**src/logic/exec_pkg.sv**
```systemverilog
// Constants, opcodes and state codes for the skip, interrupt-enable and hold executor
package exec_pkg;
   localparam int INSTR_W = 16;
   localparam int NIB_W = 4;
   localparam int ADDR_W = 7;
   localparam int PC_W = 11;
   localparam int REL_FLAG_W = 8;

   // Opcode of the decrement-skip-if-zero group: upper nine bits fixed, low seven are the address
   localparam int DEC_SKIP_OP_W = 9;
   localparam logic [8:0] DEC_SKIP_OP = 9'h090;
   localparam logic [15:0] INT_ENABLE_OP = 16'h50e0;
   localparam logic [15:0] INT_DISABLE_OP = 16'h50c0;
   localparam logic [15:0] HOLD_OP = 16'h0080;

   // Decrement operand and program counter steps
   localparam logic [3:0] DEC_ONE = 4'h1;
   localparam logic [3:0] NIB_ZERO = 4'h0;
   localparam logic [10:0] PC_STEP_ONE = 11'h001;
   localparam logic [10:0] PC_STEP_SKIP = 11'h002;

   // Reset values
   localparam logic [10:0] PC_RESET = 11'h000;
   localparam logic [3:0] ACCUM_RESET = 4'h0;
   localparam logic [6:0] ADDR_RESET = 7'h00;
   localparam logic CARRY_RESET = 1'b0;
   localparam logic ZERO_RESET = 1'b0;
   localparam logic IE_RESET = 1'b0;

   // Core mode: running, held, or servicing an interrupt taken out of hold
   typedef enum logic [2:0] {
      MODE_RUN = 3'b001,
      MODE_HOLD = 3'b010,
      MODE_ISR_HOLD = 3'b100
   } mode_t;
endpackage

```
**src/logic/dec_if.sv**
```systemverilog
// Carrier between the executor and its decrement unit
`timescale 1ns/100ps
interface dec_if;
   logic [exec_pkg::NIB_W-1:0] operand;
   logic [exec_pkg::NIB_W-1:0] result;
   logic carry;
   logic zero;

   modport user (output operand, input result, carry, zero);
   modport unit (input operand, output result, carry, zero);
endinterface

```
**src/logic/dec_skip_int_enable_hold_exec.sv**
```systemverilog
// Executor for decrement-skip-if-zero, interrupt enable/disable and hold
// Behaviour
// [RL1] Decrement nibble into accumulator and memory, flags
// [RL2] Zero result advances counter by two
// [RL3] Enable word sets global interrupt enable
// [RL4] Hold left only by interrupt or release
// [RL5] Interrupt in hold starts service routine
// [RL6] Enabled release condition ends hold directly
// [RL7] Return after hold interrupt re-enters hold; a release seen in the routine sends the core to run mode instead
// [RL8] Disable word clears global interrupt enable
// [RL9] Each instruction completes in one cycle
`timescale 1ns/100ps
module dec_skip_int_enable_hold_exec (
   input wire logic CLOCK,
   input wire logic RSTN,
   input wire logic INSTR_VALID,
   input wire logic [15:0] INSTR,
   input wire logic [3:0] MEM_RDATA,
   input wire logic INT_REQ,
   input wire logic [10:0] INT_VECTOR,
   input wire logic RETURN_EXEC,
   input wire logic [7:0] HOLD_RELEASE_EN,
   input wire logic [7:0] HOLD_RELEASE_EVENTS,
   output logic [10:0] PC,
   output logic [3:0] ACCUMULATOR,
   output logic CARRY_FLAG,
   output logic ZERO_FLAG,
   output logic [6:0] MEM_ADDR,
   output logic [3:0] MEM_WDATA,
   output logic MEM_WE,
   output logic INT_ENABLE,
   output logic INT_ACCEPT,
   output logic HOLD_MODE
);
   exec_pkg::mode_t mode_ff, nxt_mode;
   logic [10:0] pc_ff, nxt_pc;
   logic [10:0] ret_pc_ff, nxt_ret_pc;
   logic [3:0] accum_ff, nxt_accum;
   logic carry_ff, nxt_carry;
   logic zero_ff, nxt_zero;
   logic [6:0] addr_ff, nxt_addr;
   logic [3:0] wdata_ff, nxt_wdata;
   logic we_ff, nxt_we;
   logic ie_ff, nxt_ie;
   logic accept_ff;
   logic in_hold;
   logic int_take;
   logic release_hit;
   logic exec;
   logic is_dec_skip;
   logic [6:0] instr_addr;
   logic [10:0] pc_seq;
   logic [10:0] pc_adv;
   logic hold_taken;
   logic is_en;
   logic is_dis;
   logic is_hold;
   logic skip;
   logic [10:0] pc_step;

   dec_if dp ();

   nibble_decrement u_dec (
      .dp(dp)
   );

   // Instruction decode; the low seven bits address the nibble
   assign instr_addr = INSTR[exec_pkg::ADDR_W-1:0];
   assign is_dec_skip = (INSTR[exec_pkg::INSTR_W-1:exec_pkg::ADDR_W] == exec_pkg::DEC_SKIP_OP); // [RL1]
   assign is_en = (INSTR == exec_pkg::INT_ENABLE_OP); // [RL3]
   assign is_dis = (INSTR == exec_pkg::INT_DISABLE_OP); // [RL8]
   assign is_hold = (INSTR == exec_pkg::HOLD_OP);

   // Interrupt acceptance and hold release
   assign in_hold = (mode_ff == exec_pkg::MODE_HOLD);
   assign int_take = INT_REQ & ie_ff & (in_hold | INSTR_VALID); // [RL5]
   assign release_hit = |(HOLD_RELEASE_EVENTS & HOLD_RELEASE_EN); // [RL6]
   assign exec = INSTR_VALID & ~in_hold & ~int_take; // [RL4]

   // Decrement datapath and program counter step
   assign dp.operand = MEM_RDATA;
   assign skip = is_dec_skip & dp.zero; // [RL2]
   assign pc_step = skip ? exec_pkg::PC_STEP_SKIP : exec_pkg::PC_STEP_ONE; // [RL2]

   // Counter values for the plain step, the taken step and hold entry
   assign pc_seq = pc_ff + exec_pkg::PC_STEP_ONE;
   assign pc_adv = pc_ff + pc_step; // [RL2] [RL9]
   assign hold_taken = exec & is_hold; // [RL4]

   // Next-state logic, one instruction per cycle
   always_comb begin
      nxt_mode = mode_ff;
      nxt_pc = pc_ff;
      nxt_ret_pc = ret_pc_ff;
      nxt_accum = accum_ff;
      nxt_carry = carry_ff;
      nxt_zero = zero_ff;
      nxt_addr = addr_ff;
      nxt_wdata = wdata_ff;
      nxt_we = 1'b0;
      nxt_ie = ie_ff;
      unique case (mode_ff)
         exec_pkg::MODE_RUN: begin
            if (int_take) begin
               nxt_ret_pc = pc_ff;
               nxt_pc = INT_VECTOR;
            end else if (RETURN_EXEC) begin
               nxt_pc = ret_pc_ff;
            end else if (hold_taken) begin
               nxt_pc = pc_seq;
               nxt_mode = exec_pkg::MODE_HOLD; // [RL4]
            end
         end
         exec_pkg::MODE_HOLD: begin
            if (int_take) begin
               nxt_ret_pc = pc_ff;
               nxt_pc = INT_VECTOR; // [RL5]
               nxt_mode = exec_pkg::MODE_ISR_HOLD; // [RL5]
            end else if (release_hit) begin
               nxt_mode = exec_pkg::MODE_RUN; // [RL6]
            end
         end
         exec_pkg::MODE_ISR_HOLD: begin
            if (int_take) begin
               nxt_ret_pc = pc_ff;
               nxt_pc = INT_VECTOR;
            end else if (RETURN_EXEC) begin
               nxt_pc = ret_pc_ff;
               nxt_mode = release_hit ? exec_pkg::MODE_RUN : exec_pkg::MODE_HOLD; // [RL7]
            end else if (hold_taken) begin
               // A hold word in the routine is taken even with a release pending
               nxt_pc = pc_seq;
               nxt_mode = exec_pkg::MODE_HOLD; // [RL4]
            end else if (release_hit) begin
               nxt_mode = exec_pkg::MODE_RUN; // [RL6]
            end
         end
      endcase
      // Ordinary instruction effects, completed in the cycle taken
      if (exec && !RETURN_EXEC) begin
         if (!is_hold) begin
            nxt_pc = pc_adv; // [RL2] [RL9]
         end
         if (is_dec_skip) begin
            nxt_accum = dp.result; // [RL1]
            nxt_carry = dp.carry; // [RL1]
            nxt_zero = dp.zero; // [RL1]
            nxt_addr = instr_addr; // [RL1]
            nxt_wdata = dp.result; // [RL1]
            nxt_we = 1'b1; // [RL1] [RL9]
         end
         if (is_en) begin
            nxt_ie = 1'b1; // [RL3]
         end
         if (is_dis) begin
            nxt_ie = 1'b0; // [RL8]
         end
      end
   end

   // Mode, program counter and single return address
   always_ff @(posedge CLOCK or negedge RSTN) begin
      if (!RSTN) begin
         mode_ff <= exec_pkg::MODE_RUN;
         pc_ff <= exec_pkg::PC_RESET;
         ret_pc_ff <= exec_pkg::PC_RESET;
      end else begin
         mode_ff <= nxt_mode;
         pc_ff <= nxt_pc;
         ret_pc_ff <= nxt_ret_pc;
      end
   end

   // Accumulator and flags
   always_ff @(posedge CLOCK or negedge RSTN) begin
      if (!RSTN) begin
         accum_ff <= exec_pkg::ACCUM_RESET;
         carry_ff <= exec_pkg::CARRY_RESET;
         zero_ff <= exec_pkg::ZERO_RESET;
      end else begin
         accum_ff <= nxt_accum;
         carry_ff <= nxt_carry;
         zero_ff <= nxt_zero;
      end
   end

   // Global interrupt enable, changed only by instruction
   always_ff @(posedge CLOCK or negedge RSTN) begin
      if (!RSTN) begin
         ie_ff <= exec_pkg::IE_RESET;
      end else begin
         ie_ff <= nxt_ie;
      end
   end

   // Memory write port
   always_ff @(posedge CLOCK or negedge RSTN) begin
      if (!RSTN) begin
         addr_ff <= exec_pkg::ADDR_RESET;
         wdata_ff <= exec_pkg::NIB_ZERO;
         we_ff <= 1'b0;
      end else begin
         addr_ff <= nxt_addr;
         wdata_ff <= nxt_wdata;
         we_ff <= nxt_we;
      end
   end

   // Acceptance strobe, one cycle after the take
   always_ff @(posedge CLOCK or negedge RSTN) begin
      if (!RSTN) begin
         accept_ff <= 1'b0;
      end else begin
         accept_ff <= int_take;
      end
   end

   // Outputs straight from flops
   assign PC = pc_ff;
   assign ACCUMULATOR = accum_ff;
   assign CARRY_FLAG = carry_ff;
   assign ZERO_FLAG = zero_ff;
   assign MEM_ADDR = addr_ff;
   assign MEM_WDATA = wdata_ff;
   assign MEM_WE = we_ff;
   assign INT_ENABLE = ie_ff;
   assign INT_ACCEPT = accept_ff;
   assign HOLD_MODE = mode_ff[1];
endmodule

```
**src/logic/nibble_decrement.sv**
```systemverilog
// Four-bit decrement with carry and zero results
`timescale 1ns/100ps
module nibble_decrement (
   dec_if.unit dp
);
   logic [exec_pkg::NIB_W:0] diff;

   // Extra top bit catches the borrow out of the nibble
   assign diff = {1'b0, dp.operand} - {1'b0, exec_pkg::DEC_ONE}; // [RL1]
   assign dp.result = diff[exec_pkg::NIB_W-1:0]; // [RL1]
   assign dp.carry = ~diff[exec_pkg::NIB_W]; // [RL1]
   assign dp.zero = (diff[exec_pkg::NIB_W-1:0] == exec_pkg::NIB_ZERO); // [RL1]
endmodule

```
**config.mk**
```make
export PLATFORM = sky130hd
export DESIGN_NAME = dec_skip_int_enable_hold_exec
export DESIGN_NICKNAME = d
export VERILOG_FILES = /design/src/logic/exec_pkg.sv /design/src/logic/dec_if.sv /design/src/logic/dec_skip_int_enable_hold_exec.sv /design/src/logic/nibble_decrement.sv
export SDC_FILE = /design/constraint.sdc
export NUM_CORES = 1
export LEC_CHECK = 0
export BUFFER_PORTS_ARGS = -buffer_cell sky130_fd_sc_hd__buf_2
export CAP_MARGIN = 25
export CELL_PAD_IN_SITES_DETAIL_PLACEMENT = 0
export CELL_PAD_IN_SITES_GLOBAL_PLACEMENT = 2
export CORE_ASPECT_RATIO = 2
export CORE_MARGIN = 1.5
export CORE_UTILIZATION = 31
export CTS_BUF_LIST = sky130_fd_sc_hd__clkbuf_16
export DETAILED_ROUTE_END_ITERATION = 12
export PLACE_DENSITY_LB_ADDON = 0.05
export SYNTH_ARGS = -nofsm -noshare
export SYNTH_HDL_FRONTEND = slang
export SYNTH_SLANG_ARGS = --single-unit
```
**constraint.sdc**
```tcl
create_clock -name CLOCK -period 6.2 [get_ports CLOCK]
set_input_delay 0.93 -clock CLOCK [delete_from_list [all_inputs] [get_ports CLOCK]]
set_output_delay 0.93 -clock CLOCK [all_outputs]
set_load 0.05 [all_outputs]
```
Word-level counts from Yosys, hierarchy flattened --
Cells that the tools add are included.
Cells by class: $add $sub $neg 3, equality and inequality tests 12, mux-type cells 24, bitwise logic cells 11, reduce and logical (&&, ||, !) cells 10
Operators by type and width (count):
- $mux 11 | 8
- $eq 16x15->1 const B | 2
- $mux 3 | 8
- $pmux 11 s2 | 1
- $eq 16x8->1 const B | 1
- $add 11x1->11 const B | 1
- $add 11x2->11 | 1
- $eq 9x8->1 const B | 1
- $pmux 3 s3 | 1
- $and 8x8->8 | 1
- $ne 2x2->1 const B | 4
- $reduce_or 8->1 | 1
- $and 1x1->1 | 6
- $sub 4x1->5 const B | 1
- $logic_not 4->1 | 1
- $mux 1 | 4
- $mux 2 | 2
- $reduce_and 2->1 | 2
- $reduce_and 4->1 | 1
- $eq 3x1->1 const B | 1
- $eq 3x2->1 const B | 1
- $eq 3x3->1 const B | 1
- $not 1->1 | 3
- $reduce_or 3->1 | 1
- other kinds (6) | 6
Storage, ports and cells: flip-flop bits (word level) 41, bits of input ports 52, output and inout port bits 32, logic and storage cells 70

Longest topological paths before layout --
depth after elaboration 12, mapped depth 14, depth with buffers taken out 14

By module --
From an unflattened synthesis, not the netlist that was laid out.
Second synthesis, totals: cell total of the unflattened synthesis 292, area total of the unflattened synthesis 2777.7 sq um
Modules (own cells, without submodules):
- dec_skip_int_enable_hold_exec | instances 1, cells an instance 276, area an instance 2666.3 sq um, seq. area each 1027.2 sq um
- nibble_decrement | instances 1, cells an instance 16, area an instance 111.4 sq um, seq. area each 0.0 sq um

Worst setup path before layout --
OpenSTA, ideal clock, no wires.
kind input -> register, start point input port INSTR[8], end point register pc_ff[10], in the netlist PC[10], setup time 0.132 ns, arrival 2.987 ns, data required time 6.068 ns, slack 3.081 ns, cell stages on the path 9, buffers on the path 0, cells stage by stage or4_4 nor2_1 nand4_1 ha_1 fa_1 nand4_1 nor4_1 a221oi_1 o21ai_1
Between the ends: cells in the longest elaborated chain, start to end 8, elaborated cells on any way between the ends 12, those cells by class add/sub: 1; eq/ne: 2; mux: 7; bitwise: 2
RTL lines:
- start, declared | line dec_skip_int_enable_hold_exec.sv:17 | input wire logic [15:0] INSTR,
- branches (longest 7 deep; another with $add 11x2->11)
- $mux 11 (*) | line dec_skip_int_enable_hold_exec.sv:140 | if (exec && !RETURN_EXEC) begin
- net nxt_pc[10] | line dec_skip_int_enable_hold_exec.sv:36 | logic [10:0] pc_ff, nxt_pc;
- end signal, assigned | line dec_skip_int_enable_hold_exec.sv:165 | pc_ff <= exec_pkg::PC_RESET;
- end signal, assigned | line dec_skip_int_enable_hold_exec.sv:169 | pc_ff <= nxt_pc;
- end, declared | line dec_skip_int_enable_hold_exec.sv:36
Mark *: on every way through the listed nets, which the timed path passes. A chain may end at the register's enable or synchronous reset.

Final worst setup path --
start point input port MEM_RDATA[0], end point register pc_ff[10], in the netlist PC[10]
Between the ends: cells in the longest elaborated chain, start to end 7
RTL lines:
- start, declared | line dec_skip_int_enable_hold_exec.sv:18 | input wire logic [3:0] MEM_RDATA,
- $sub 4x1->5 | line nibble_decrement.sv:9 | assign diff = {1'b0, dp.operand} - {1'b0, exec_pkg::DEC_ONE};
- net dp.result, one bit | line dec_if.sv:5 | logic [exec_pkg::NIB_W-1:0] result;
- $logic_not 4->1 | line nibble_decrement.sv:12 | assign dp.zero = (diff[exec_pkg::NIB_W-1:0] == exec_pkg::NIB_ZERO);
- $and 1x1->1 | line dec_skip_int_enable_hold_exec.sv:82 | assign skip = is_dec_skip & dp.zero;
- $mux 2 | line dec_skip_int_enable_hold_exec.sv:83 | assign pc_step = skip ? exec_pkg::PC_STEP_SKIP : exec_pkg::PC_STEP_ONE;
- $add 11x2->11 | line dec_skip_int_enable_hold_exec.sv:87 | assign pc_adv = pc_ff + pc_step;
- $mux 11 | line dec_skip_int_enable_hold_exec.sv:141 | if (!is_hold) begin
- $mux 11 | line dec_skip_int_enable_hold_exec.sv:140
- net nxt_pc[10] | line dec_skip_int_enable_hold_exec.sv:36
The timed path passes the listed nets, and every way through them passes these cells.

==> results.yml <==
logic_synthesis:
  ys_seq_area_frac: 0.392
  synth_area_um2: 2620
  async_flop_share: 1.00
  avgSynthCellArea_um2: 8.61
  ys_ff_latch: 41
  synth-edff-count: 0
  syn_nets: 362
  yosys_warnings: 0
  synth_cell_type_count: 55
  synth_ff_type: "dfrtp_1"
  synth_cells: 304
critical_path:
  critPathRequiredTime_ns: 6.36
  startpoint_type: "primary input"
  critPathMaxFanout: 6
  cp_data_arrival_time_ns: 3.40
  crit_type: "in2reg"
  reg2reg_slack_ns: 3.51
  end_kind: "flip-flop"
final_layout:
  final_cell_mix: "buf_2, nand2_1, dfrtp_1"
  n_antenna_cell: 0
  area_growth_syn_to_layout_pct: 22.0
  fillers: 876
  final_util: 0.388
  final_nets: 431
  drive_gt1_frac: 0.297
  final_cells: 472
  layout_commonest_cell: "buf_2"
  final_area_um2: 3190
grt:
  grt_max_degree: 42
  grt_pass1_wl_um: 13500
  antenna_found_initial: 0
  grt.overflow.total: 0
  groute.usage.overall: 0.202
  grt_pass1_vias: 2584
cts:
  cts_max_path_buffers: 2
  cts_setup_buffers: 0
  clk_latency_ns: 0.29
  clock_sinks: 41
  cts_tree: "yes"
  cts_hold_buf: 0
  ctsResizeCount: 0
  cts_max_level: 2
  cts_buffers: 5
  root_buffer: "clkbuf_16"
  clkTransAtPathRegs_ns: 0.06
route:
  dr.pass1.iters: 4
  drcViolationCount: 0
  via_per_inst: 5.30
  vias: 2501
  drtIter0Drc: 77
  wl_um: 8490
  detail_route.wl_per_cell_um: 18.0
  ant_nets: 0
power_and_ir_drop:
  vdd_ir_drop_max_uv: 189
  powerDensity_nw_per_um2: 392
  leakagePower_nw: 1.56
sta:
  worstMarginPinSlew_ns: 0.858
  setup_violations: 0
  post-route-min-period_ns: 3.24
  maxSlewHeadroom: 0.428
  fin_tns_setup_ns: 0
  timing.final.crit_share: 0.523
  hold_viol: 0
  drv_slew: 0
  finClkSkew_ns: 0.00824
  max_freq_mhz: 309
  rsz0062_at_grt: "false"
floorplan:
  start_util: 0.318
  coreArea_um2: 8230
  die_y_um: 133
  io_pins: 84
  die-area_um2: 9040
  die_x_um: 68.0
  row_count: 47
placement:
  hpwl_um: 6480
  io_buffers: 83
  placed_cell_area_um2: 3060
  placed_cells: 464
  place_congestion: 0.748
run_status:
  outcome: "finished clean"
run:
  drv_cap: 0
worst_hold_path:
  hold_class: "reg2reg"
## cell usage after synthesis (all sizes together) (3+ instances only)
library cell / number / area, um2
and4: 4 / 35.0
nor2: 21 / 78.8
nor3: 4 / 20.0
o21ai: 18 / 90.1
ha: 5 / 62.6
nor4: 5 / 46.3
nand2: 58 / 218
clkbuf: 12 / 45.0
nor3b: 4 / 30.0
a31oi: 6 / 37.5
mux2i: 3 / 30.0
o21a: 3 / 22.5
a21oi: 11 / 58.8
a22oi: 6 / 45.0
inv: 8 / 30.0
buf: 10 / 62.6
xor2: 5 / 43.8
and3: 6 / 37.5
nand4: 7 / 43.8
dfrtp: 40 / 1000
nand3: 14 / 70.1
a21o: 3 / 22.5
mux2: 12 / 135
## sequential cells by signal (all words and copies together), names as in the netlist
| signal | cells |
|---|---|
| PC | 11 |
| ret_pc_ff | 11 |
| MEM_ADDR | 7 |
| MEM_WDATA | 4 |
| mode_ff | 3 |
| CARRY_FLAG | 1 |
| INT_ACCEPT | 1 |
| INT_ENABLE | 1 |
| MEM_WE | 1 |
| ZERO_FLAG | 1 |
## critical path, stage by stage
cell and delay [ns]:
buf_2 0.11, inv_1 0.06, ha_1 0.25, a211oi_1 0.22, a21oi_1 0.06, o21ai_0 0.25, nand4_1 0.20, ha_1 0.27
fa_1 0.47, nand4_1 0.20, nor4_1 0.07, a221oi_1 0.20, o21ai_1 0.10
## final cells by class
type | count | area [um2] | share of cell area
well taps | 98 | 123 | 0.0384
inverters | 8 | 30.0 | 0.00940
flip-flops and latches | 41 | 1030 | 0.322
clock inverters | 3 | 12.5 | 0.00392
repair buffers | 84 | 423 | 0.132
multi-input cells | 233 | 1450 | 0.455
clock buffers | 5 | 125 | 0.0392
## per-layer routing
metal	wire length [um]	track usage
met2	5080	0.398
met3	276	0.0281
met4	114	0.0578
met5	0	0
met1	3020	0.204
## power by group
part / switching [mW] / internal (mW) / total (mW) / leakage [nW]
combinational: 0.347 / 0.205 / 0.552 / 0.956
sequential: 0.101 / 0.340 / 0.441 / 0.536
clock: 0.111 / 0.146 / 0.257 / 0.0687
## path summary, 6_finish.rpt
check	from	end	depth (start not counted)
setup / recovery	MEM_RDATA[0]	PC[10]	13
hold / removal	MEM_ADDR[5]	MEM_ADDR[5]	2
setup reg to reg	mode_ff[1]	ret_pc_ff[10]	5
hold reg to reg	MEM_ADDR[5]	MEM_ADDR[5]	2
max in group asynchronous	RSTN	MEM_ADDR[3]	2
min in group asynchronous	RSTN	MEM_WDATA[3]	2
## cells by family (layout without fill, tap and decap cells)
family,count (synthesis),after routing,synth area share
AO/OA/AOI/OAI,68,68,0.174
XOR/XNOR,7,7,0.0234
adder cells (fa/ha/maj),6,6,0.0315
buffers and inverters,30,100,0.0526
flip-flops,41,41,0.392
multiplexers,15,15,0.0631
AND/OR/NAND/NOR,137,137,0.263
## stage by stage
stage	hold WS, ns	worst slack (ns)	total power, mW
after global routing	0.488	2.64	1.34
final	0.458	2.96	1.25
after global placement	0.444	2.77	1.00
after floorplan	0.451	3.08	0.841
after detailed placement	0.451	2.68	1.01
after CTS	0.465	2.97	1.26
(Power assumes the default switching activity.)
